==> src/logic/fsd_defs.svh <==
// opcode bytes, field codes, reset values and clock counts
// assumes: included by bare name from the package and the modules
`ifndef FSD_DEFS_SVH
`define FSD_DEFS_SVH
`define FSD_OP_D8 8'hd8
`define FSD_OP_D9 8'hd9
`define FSD_OP_DA 8'hda
`define FSD_OP_DB 8'hdb
`define FSD_OP_DC 8'hdc
`define FSD_OP_DD 8'hdd
`define FSD_OP_DE 8'hde
`define FSD_OP_DF 8'hdf
`define FSD_OP_WAIT 8'h9b
`define FSD_B2_SW_AX 8'he0
`define FSD_RF_ST 3'h2
`define FSD_RF_STP 3'h3
`define FSD_RF_SUB 3'h4
`define FSD_RF_SUBR 3'h5
`define FSD_RF_ENV 3'h6
`define FSD_RF_CW 3'h7
`define FSD_RF_BCD 3'h6
`define FSD_RF_LI 3'h7
`define FSD_RF_ST80 3'h7
`define FSD_R5_ST 5'h1a
`define FSD_R5_STP 5'h1b
`define FSD_R5_SUB0 5'h1c
`define FSD_R5_SUB1 5'h1d
`define FSD_TOP_RST 3'h0
`define FSD_CYC_NONE 6'h01
`define FSD_CYC_STORE 6'h02
`define FSD_CYC_BCD_MIN 6'h39
`define FSD_CYC_BCD_MAX 6'h3f
`define FSD_CYC_I64_MIN 6'h0a
`define FSD_CYC_I64_MAX 6'h0d
`define FSD_CYC_I32_MIN 6'h08
`define FSD_CYC_I32_MAX 6'h0d
`define FSD_CYC_I16_MIN 6'h07
`define FSD_CYC_I16_MAX 6'h0a
`define FSD_CYC_CW_W 6'h05
`define FSD_CYC_CW_N 6'h03
`define FSD_CYC_ENV_W_MIN 6'h0e
`define FSD_CYC_ENV_W_MAX 6'h18
`define FSD_CYC_ENV_N_MIN 6'h0c
`define FSD_CYC_ENV_N_MAX 6'h16
`define FSD_CYC_SW_W 6'h06
`define FSD_CYC_SW_N 6'h04
`define FSD_CYC_AX_W 6'h04
`define FSD_CYC_AX_N 6'h02
`define FSD_CYC_SUB_MIN 6'h04
`define FSD_CYC_SUB_MAX 6'h07
`define FSD_CYC_ISUB_MIN 6'h0e
`define FSD_CYC_ISUB32_MAX 6'h1d
`define FSD_CYC_ISUB16_MAX 6'h1b
`define FSD_CYC_WAIT 6'h02
`endif

==> src/logic/fsd_pkg.sv <==
// types shared by the decoder, its carrier and the sequencer
// assumes: fsd_defs.svh on the include path
`include "fsd_defs.svh"
package fsd_pkg;
	typedef enum logic [3:0] {
		K_NONE, K_STORE, K_STORE_BCD, K_STORE_INT, K_STORE_CW,
		K_STORE_ENV, K_STORE_SW, K_SUB, K_ISUB, K_WAIT
	} fsd_kind_t;
	typedef enum logic [2:0] {W16, W32, W64, W80, WBCD} fsd_width_t;
	typedef enum logic [2:0] {
		S_IDLE  = 3'h1,
		S_WAITI = 3'h2,
		S_EXEC  = 3'h4
	} fsd_state_t;
	typedef struct packed {
		fsd_kind_t  kind;
		fsd_width_t width;
		logic       mem;
		logic       rev;
		logic       pop;
		logic       dst_n;
		logic       to_ax;
		logic       waits;
		logic [5:0] cmin;
		logic [5:0] cmax;
	} fsd_dec_t;
	typedef struct packed {
		fsd_state_t state;
		logic       ready;
		logic       busy;
		logic       done;
		fsd_dec_t   d;
		logic [2:0] n_phys;
		logic [2:0] top;
		logic [5:0] cnt;
	} fsd_st_t;
endpackage

==> src/logic/fsd_dec_if.sv <==
// carrier between the sequencer and the opcode decoder
// assumes: same clock domain, purely combinational path
`timescale 1ns/1ps
`default_nettype none
interface fsd_dec_if;
	import fsd_pkg::*;
	logic [7:0] b1;
	logic [7:0] b2;
	logic       pfx;
	fsd_dec_t   d;
	modport dec (input b1, input b2, input pfx, output d);
	modport use_side (output b1, output b2, output pfx, input d);
endinterface
`default_nettype wire

==> src/logic/fsd_top.sv <==
// sequencer for the store and subtract group of the stack unit
// assumes: opcode bytes, busy and done come from logic on mclk
// Function
// RULE1: dd with 1101 0 n copies the stack top to register n; dd or d9 with reg 010 stores it as 64- or 32-bit real.
// RULE2: store_real and store_real_pop to register or memory finish in 2 clocks.
// RULE3: store_packed_decimal_pop takes 57 to 63 clocks.
// RULE4: store_integer writes 64, 32 or 16 bits, popping forms use reg 011 and pop after the write; the code decodes the 64-bit popping form from df reg 111.
// RULE5: store_control_word_waiting waits for idle and takes 5 clocks, the nowait form 3.
// RULE6: environment store takes 14 to 24 clocks waiting and 12 to 22 without.
// RULE7: status store to memory takes 6 or 4 clocks, to ax 4 or 2, waiting or not.
// RULE8: real_subtract register forms are dc 1110 1 n into register n and d8 1110 0 n into the stack top.
// RULE9: memory real_subtract uses reg 100, dc for 64-bit and d8 for 32-bit, result in the stack top.
// RULE10: real_subtract_pop under de subtracts into register n then pops; real subtracts take 4 to 7 clocks.
// RULE11: real_subtract_reversed swaps operands, using dc 1110 0 n, d8 1110 1 n, reg 101 and de 1110 0 n.
// RULE12: integer_subtract with reg 100 uses da for 32 bits in 14 to 29 clocks and de for 16 bits in 14 to 27.
// RULE13: integer_subtract_reversed with reg 101 computes memory minus stack top into the stack top.
// RULE14: a pop increments the stack-top pointer and discards the value, a push decrements it.
// RULE15: stack-relative references use the layout that exists before the instruction runs.
// RULE16: wait_idle_instruction stalls until the unit is not busy and takes 2 clocks.
// RULE17: the three-bit n field picks one of eight registers counted from the stack top.
`timescale 1ns/1ps
`default_nettype none
`include "fsd_defs.svh"
module fsd_top
	import fsd_pkg::*;
(
	input  wire logic       mclk,
	input  wire logic       rst_n,
	input  wire logic       ce,
	input  wire logic       op_valid,
	input  wire logic       op_wait_prefix,
	input  wire logic [7:0] op_b1,
	input  wire logic [7:0] op_b2,
	input  wire logic       fpu_busy,
	input  wire logic       exec_done,
	input  wire logic       push_req,
	output var  logic       op_ready,
	output var  logic       busy,
	output var  logic       done,
	output var  fsd_kind_t  kind,
	output var  fsd_width_t width,
	output var  logic       mem_op,
	output var  logic       reversed,
	output var  logic       pop,
	output var  logic       dst_is_n,
	output var  logic       to_ax,
	output var  logic [2:0] n_phys,
	output var  logic [2:0] stack_top,
	output var  logic [5:0] cycles
);
	fsd_dec_if dif ();
	assign dif.b1 = op_b1;
	assign dif.b2 = op_b2;
	assign dif.pfx = op_wait_prefix;
	fsd_decode u_dec (
		.dp (dif.dec)
	);

	fsd_st_t r;
	fsd_st_t next_r;
	logic    accept;
	logic    fin;

	assign accept = ce & op_valid & r.ready;

	always_comb begin
		next_r = r;
		next_r.done = 1'b0;
		fin = 1'b0;
		unique case (r.state)
		S_IDLE: begin
			if (accept) begin
				next_r.d = dif.d;
				// operand index frozen from the pre-execution top [RULE15]
				next_r.n_phys = 3'(r.top + op_b2[2:0]); // [RULE17]
				next_r.cnt = 6'h01;
				next_r.ready = 1'b0;
				next_r.busy = 1'b1;
				next_r.state = dif.d.waits ? S_WAITI : S_EXEC; // [RULE5]
			end else if (push_req) begin
				next_r.top = 3'(r.top - 3'h1); // [RULE14]
			end
		end
		S_WAITI: begin
			// counted time starts once the unit is idle [RULE16]
			if (!fpu_busy)
				next_r.state = S_EXEC;
		end
		S_EXEC: begin
			// ranged forms end early on exec_done, never past the max
			fin = (r.cnt >= r.d.cmin) &&
				(exec_done || r.cnt >= r.d.cmax); // [RULE10] [RULE12]
			if (fin) begin
				next_r.state = S_IDLE;
				next_r.ready = 1'b1;
				next_r.busy = 1'b0;
				next_r.done = 1'b1;
				if (r.d.pop)
					next_r.top = 3'(r.top + 3'h1); // [RULE4] [RULE14]
			end else begin
				next_r.cnt = 6'(r.cnt + 6'h01);
			end
		end
		endcase
	end

	always_ff @(posedge mclk or negedge rst_n) begin
		if (!rst_n) begin
			r <= '0;
			r.state <= S_IDLE;
			r.ready <= 1'b1;
			r.top <= `FSD_TOP_RST;
		end else if (ce) begin
			r <= next_r;
		end
	end

	assign op_ready = r.ready;
	assign busy = r.busy;
	assign done = r.done;
	assign kind = r.d.kind;
	assign width = r.d.width;
	assign mem_op = r.d.mem;
	assign reversed = r.d.rev;
	assign pop = r.d.pop;
	assign dst_is_n = r.d.dst_n;
	assign to_ax = r.d.to_ax;
	assign n_phys = r.n_phys;
	assign stack_top = r.top;
	assign cycles = r.cnt;
endmodule
`default_nettype wire

==> src/logic/fsd_decode.sv <==
// opcode decoder for the store and subtract group
// assumes: bytes are stable while the sequencer samples the result
`timescale 1ns/1ps
`default_nettype none
`include "fsd_defs.svh"
module fsd_decode
	import fsd_pkg::*;
(
	fsd_dec_if.dec dp
);
	logic       regf;
	logic [2:0] rf;
	logic [4:0] r5;
	always_comb begin
		regf = (dp.b2[7:6] == 2'b11);
		rf = dp.b2[5:3];
		r5 = dp.b2[7:3];
		dp.d = '0;
		dp.d.kind = K_NONE;
		dp.d.cmin = `FSD_CYC_NONE;
		dp.d.cmax = `FSD_CYC_NONE;
		if (dp.b1 == `FSD_OP_WAIT) begin
			dp.d.kind = K_WAIT; // [RULE16]
			dp.d.waits = 1'b1;
			dp.d.cmin = `FSD_CYC_WAIT;
			dp.d.cmax = `FSD_CYC_WAIT;
		end else if (regf) begin
			// n field counts from the stack top [RULE17]
			if (dp.b1 == `FSD_OP_DD &&
					(r5 == `FSD_R5_ST || r5 == `FSD_R5_STP)) begin
				dp.d.kind = K_STORE; // [RULE1]
				dp.d.width = W80;
				dp.d.dst_n = 1'b1;
				dp.d.pop = (r5 == `FSD_R5_STP);
			end else if ((dp.b1 == `FSD_OP_DC || dp.b1 == `FSD_OP_D8 ||
					dp.b1 == `FSD_OP_DE) &&
					(r5 == `FSD_R5_SUB0 || r5 == `FSD_R5_SUB1)) begin
				dp.d.kind = K_SUB; // [RULE8] [RULE11]
				dp.d.width = W80;
				dp.d.dst_n = (dp.b1 != `FSD_OP_D8);
				dp.d.pop = (dp.b1 == `FSD_OP_DE); // [RULE10]
				dp.d.rev = (dp.b1 == `FSD_OP_D8) ? (r5 == `FSD_R5_SUB1)
					: (r5 == `FSD_R5_SUB0);
			end else if (dp.b1 == `FSD_OP_DF && dp.b2 == `FSD_B2_SW_AX) begin
				dp.d.kind = K_STORE_SW;
				dp.d.to_ax = 1'b1;
			end
		end else begin
			dp.d.mem = 1'b1;
			unique case (dp.b1)
			`FSD_OP_D9, `FSD_OP_DD: begin
				if (rf == `FSD_RF_ST || rf == `FSD_RF_STP) begin
					dp.d.kind = K_STORE; // [RULE1]
					dp.d.width = (dp.b1 == `FSD_OP_DD) ? W64 : W32;
					dp.d.pop = (rf == `FSD_RF_STP);
				end else if (dp.b1 == `FSD_OP_D9 && rf == `FSD_RF_CW)
					dp.d.kind = K_STORE_CW;
				else if (dp.b1 == `FSD_OP_D9 && rf == `FSD_RF_ENV)
					dp.d.kind = K_STORE_ENV;
				else if (dp.b1 == `FSD_OP_DD && rf == `FSD_RF_CW)
					dp.d.kind = K_STORE_SW;
			end
			`FSD_OP_DB, `FSD_OP_DF: begin
				if (rf == `FSD_RF_ST || rf == `FSD_RF_STP) begin
					dp.d.kind = K_STORE_INT; // [RULE4]
					dp.d.width = (dp.b1 == `FSD_OP_DB) ? W32 : W16;
					dp.d.pop = (rf == `FSD_RF_STP);
				end else if (dp.b1 == `FSD_OP_DF && rf == `FSD_RF_LI) begin
					dp.d.kind = K_STORE_INT;
					dp.d.width = W64;
					dp.d.pop = 1'b1;
				end else if (dp.b1 == `FSD_OP_DF && rf == `FSD_RF_BCD) begin
					dp.d.kind = K_STORE_BCD; // [RULE3]
					dp.d.width = WBCD;
					dp.d.pop = 1'b1;
				end else if (dp.b1 == `FSD_OP_DB && rf == `FSD_RF_ST80) begin
					dp.d.kind = K_STORE;
					dp.d.width = W80;
					dp.d.pop = 1'b1;
				end
			end
			`FSD_OP_D8, `FSD_OP_DC, `FSD_OP_DA, `FSD_OP_DE: begin
				if (rf == `FSD_RF_SUB || rf == `FSD_RF_SUBR) begin
					dp.d.rev = (rf == `FSD_RF_SUBR); // [RULE9] [RULE13]
					if (dp.b1 == `FSD_OP_D8 || dp.b1 == `FSD_OP_DC) begin
						dp.d.kind = K_SUB;
						dp.d.width = (dp.b1 == `FSD_OP_DC) ? W64 : W32;
					end else begin
						dp.d.kind = K_ISUB; // [RULE12]
						dp.d.width = (dp.b1 == `FSD_OP_DA) ? W32 : W16;
					end
				end
			end
			default: dp.d.kind = K_NONE;
			endcase
		end
		// clock counts; waiting forms carry the 9b prefix [RULE5]
		if (dp.d.kind inside {K_STORE_CW, K_STORE_ENV, K_STORE_SW})
			dp.d.waits = dp.pfx;
		unique case (dp.d.kind)
		K_STORE: begin
			dp.d.cmin = `FSD_CYC_STORE; // [RULE2]
			dp.d.cmax = `FSD_CYC_STORE;
		end
		K_STORE_BCD: begin
			dp.d.cmin = `FSD_CYC_BCD_MIN;
			dp.d.cmax = `FSD_CYC_BCD_MAX;
		end
		K_STORE_INT: begin
			dp.d.cmin = (dp.d.width == W64) ? `FSD_CYC_I64_MIN
				: (dp.d.width == W32) ? `FSD_CYC_I32_MIN : `FSD_CYC_I16_MIN;
			dp.d.cmax = (dp.d.width == W64) ? `FSD_CYC_I64_MAX
				: (dp.d.width == W32) ? `FSD_CYC_I32_MAX : `FSD_CYC_I16_MAX;
		end
		K_STORE_CW: begin
			dp.d.cmin = dp.pfx ? `FSD_CYC_CW_W : `FSD_CYC_CW_N;
			dp.d.cmax = dp.d.cmin;
		end
		K_STORE_ENV: begin // [RULE6]
			dp.d.cmin = dp.pfx ? `FSD_CYC_ENV_W_MIN : `FSD_CYC_ENV_N_MIN;
			dp.d.cmax = dp.pfx ? `FSD_CYC_ENV_W_MAX : `FSD_CYC_ENV_N_MAX;
		end
		K_STORE_SW: begin // [RULE7]
			if (dp.d.to_ax)
				dp.d.cmin = dp.pfx ? `FSD_CYC_AX_W : `FSD_CYC_AX_N;
			else
				dp.d.cmin = dp.pfx ? `FSD_CYC_SW_W : `FSD_CYC_SW_N;
			dp.d.cmax = dp.d.cmin;
		end
		K_SUB: begin
			dp.d.cmin = `FSD_CYC_SUB_MIN;
			dp.d.cmax = `FSD_CYC_SUB_MAX;
		end
		K_ISUB: begin
			dp.d.cmin = `FSD_CYC_ISUB_MIN;
			dp.d.cmax = (dp.d.width == W32) ? `FSD_CYC_ISUB32_MAX
				: `FSD_CYC_ISUB16_MAX;
		end
		K_WAIT, K_NONE: ;
		endcase
	end
endmodule
`default_nettype wire

==> config.mk <==
export PLATFORM = sky130hd
export DESIGN_NAME = fsd_top
export DESIGN_NICKNAME = d
export VERILOG_FILES = /design/src/logic/fsd_pkg.sv /design/src/logic/fsd_dec_if.sv /design/src/logic/fsd_top.sv /design/src/logic/fsd_decode.sv
export VERILOG_INCLUDE_DIRS = /design/src /design/src/logic
export SDC_FILE = /design/constraint.sdc
export NUM_CORES = 1
export LEC_CHECK = 0
export ABC_AREA = 1
export BUFFER_PORTS_ARGS = -buffer_cell sky130_fd_sc_hd__buf_2
export CAP_MARGIN = 20
export CORE_UTILIZATION = 58
export DETAILED_ROUTE_END_ITERATION = 10
export PLACE_DENSITY = 0.87
export SLEW_MARGIN = 10
export SYNTH_ARGS = -nofsm -noshare
export SYNTH_HDL_FRONTEND = slang
export SYNTH_SLANG_ARGS = --single-unit
==> constraint.sdc <==
create_clock -name mclk -period 2.55 [get_ports mclk]
set_input_delay 0.3825 -clock mclk [delete_from_list [all_inputs] [get_ports mclk]]
set_output_delay 0.3825 -clock mclk [all_outputs]
set_load 0.005 [all_outputs]
==> out/qor.csv <==
stage;metric;value;unit
place;placed cells;564;
floorplan;die height;77.6;um
global_route;all-layer global routing usage;0.279;
synth;Synth Register Bits;40;
synth;cells after synthesis;466;
timing;Setup Skew;7.07;ps
setup_path;crit start category;flop;
clock_tree;clk sinks;40;
power_and_ir_drop;maximum vdd drop;0.000532;V
global_route;largest net degree at the start of global routing;41;
setup_path;WS Path Type;flop to flop;
synth;most area-hungry cell type in the Yosys netlist;dfrtp_1;
place;HPWL after DPL;6.09;mm
timing;Slew Limit Fails;0;
clock_tree;Post-CTS Setup Bufs;0;
timing;setup TNS;0;ps
timing;# setup viols final;0;
floorplan;Core Region;5510;um^2
layout;final cell count without fillers;572;
global_route;GR Overflow Total;0;
floorplan;die width;77.6;um
drt;routed wire length;7.83;mm
synth;Mapped Nets;506;
power_and_ir_drop;PD cells;757;nW/um^2
timing;RSZ-0062 raised after global routing;false;
drt;drt first pass iters;7;
clock_tree;htree depth;2;
setup_path;crit-path max cell delay;470;ps
timing;Tcrit/Tclk final;0.860;
clock_tree;hold-fix buffer count after cts;0;
clock_tree;worst-skew pair later-pin latency;290;ps
clock_tree;Root Driver;clkbuf_8;
synth;Yosys cell types;41;
setup_path;Crit-path slowest cell;dfrtp_1;
synth;Async S/R FF share, synth;1.00;
power_and_ir_drop;P_leak;2.04;nW
layout;Filler Cells Inserted;482;
timing;Max Clk Rate;456;MHz
timing;final hold vios;0;
place;number of buffers added on ports;50;
layout;Layout Nets;539;
floorplan;Starting Density;0.601;
flow_run;max-cap viol count;0;
synth;synth warn;0;
floorplan;total die area;6010;um^2
layout;proportion of layout cells with a drive suffix above 1;0.214;
synth;ranking of synthesized cells by area;dfrtp_1, nand2_1, inv_1, ha_1, nor2_1;
synth;Post-Syn Area per Cell;7.10;um^2
clock_tree;TritonCTS Buffers;5;
setup_path;crit path cell chain;ha_1 -> nand2_1 -> inv_1 -> nand4_1 -> o2111ai_1 -> nand3_1 -> nand2_1 -> inv_1 -> nand2_1 -> inv_1 -> nand2_1 -> xor2_1 -> nor2_1;
drt;Via-to-Cell Ratio;5.45;
synth;Synth top area share;0.287;
timing;Max-slew headroom;0.422;
timing;min cycle time layout;2190;ps
drt;vias;3116;
clock_tree;clock tree buffer depth;2;
synth;Main synth FF type;dfrtp_1;
run_status;status;finished clean;
synth;Post-synth EDFFs;0;
clock_tree;PostCTS Resize Cnt;0;
layout;Area Growth Syn to Fin;8.81;%
layout;commonest cells after routing, fill and taps aside;nand2_1, inv_1, buf_2;
setup_path;cell mode on critical path;nand2_1;
place;Placer Congestion;0.951;
drt;ANT nets after route;0;
drt;DRC Markers;0;
layout;leading cell type in the layout, fill and taps excluded;nand2_1;
clock_tree;clock tree from TritonCTS;yes;
floorplan;IO Pins;51;
global_route;first-pass GRT wire length;13.3;mm
setup_path;CP required;2740;ps
global_route;vias in the first global route;2942;
setup_path;Max FO, Critical Path;6;
floorplan;row count;27;
drt;routed len/inst;13.7;um
global_route;initial antenna violation count;0;
drt;DR iter-0 viols;149;
timing;worst-margin pin slew;867;ps
setup_path;CP arrival;2380;ps
layout;Antenna Cells;0;
clock_tree;clock slew seen by the registers of the worst setup and hold paths;80;ps
synth;Post-Syn Area;3310;um^2
setup_path;Worst Setup End Kind;flop;
synth;sequential share of the synthesized area;0.303;
min_path;min-delay worst type;input pin to async pin;
==> power by group <==
part           internal [W]  total [W]  switching, W
registers          0.000841    0.00101      0.000172
logic              0.000458    0.00110      0.000641
clock network      0.000391   0.000614      0.000223
==> kinds of logic (layout without fill, tap and decap cells) <==
group           Yosys count  after routing  synth area share
compound gates           57             57             0.105
xor+xnor                  9              9            0.0238
fa+ha+maj                16             16            0.0650
buf+inv                  94            128             0.138
flops                    40             40             0.303
simple gates            250            250             0.365
==> metrics by stage <==
stage / worst slack, ps / util / total power (W) / hold WS, ps / instance area, um^2
5_1_grt: 140 / 0.654 / 0.00294 / 265 / 3600
3_5_place_dp: 181 / 0.630 / 0.00210 / 468 / 3470
3_3_place_gp: 158 / 0.630 / 0.00203 / 460 / 3470
2_1_floorplan: 684 / - / 0.00186 / 86.9 / 3310
6_report: 356 / 0.654 / 0.00273 / 196 / 3600
4_1_cts: 359 / 0.654 / 0.00273 / 232 / 3600
==> registers in the layout, indices dropped and copies added, names as in the netlist <==
register   flops
r             13
cycles         6
kind           4
n_phys         3
stack_top      3
width          3
busy           1
done           1
dst_is_n       1
mem_op         1
op_ready       1
pop            1
reversed       1
to_ax          1
==> critical path, delay by kind of cell, from the launching register on <==
| family | cells | cell delay [ps] |
|---|---|---|
| flops | 1 | 470 |
| compound gates | 1 | 160 |
| buf+inv | 3 | 250 |
| fa+ha+maj | 1 | 320 |
| xor+xnor | 1 | 150 |
| simple gates | 7 | 740 |
==> final cells by class <==
class                      instances  area (um^2)  share of cell area
tap                               72         90.1              0.0250
clock buffer                       6         72.6              0.0201
multi-input combinational        332         1850               0.514
clock inverter                     2         60.1              0.0167
timing repair buffer              53          273              0.0757
inverter                          67          251              0.0698
sequential                        40         1000               0.279
==> worst paths after layout <==
kind,from,slack [ps],to,depth (start not counted)
min in group mclk,ce,380,done,4
setup / recovery,cycles[4],360,cycles[2],13
max in group asynchronous,rst_n,1810,r[41],1
hold reg to reg,kind[1],480,kind[1],2
setup reg to reg,cycles[4],360,cycles[2],13
hold / removal,rst_n,200,stack_top[0],1
==> cell usage after synthesis, types with 2 or more instances <==
master and n:
nand2_4 4, dfstp_2 2, o22ai_1 2, nand3_1 31, a32o_1 2, o21ai_0 21
inv_2 6, nor3_2 2, xnor2_1 5, nand2_2 14, xor2_1 4, nor2_4 6
nand4_1 18, nand3b_1 4, dfrtp_1 38, a21oi_1 13, fa_1 2, o211ai_1 3
o21a_1 4, nand3_2 3, ha_1 14, o21ai_1 4, nand2_1 112, clkbuf_8 2
buf_4 20, nor3_1 2, nor2_1 45, nor2_2 7, inv_1 61, clkbuf_1 4
==> layer usage <==
metal,vias to the layer above,part of all wire,track usage
met1,1420,0.44,0.357
met3,12,0.061,0.0376
li1,1555,-,-
met2,129,0.49,0.482
met4,0,0.017,0.0925
met5,-,0,0
Power figures use the tool's default switching activity.
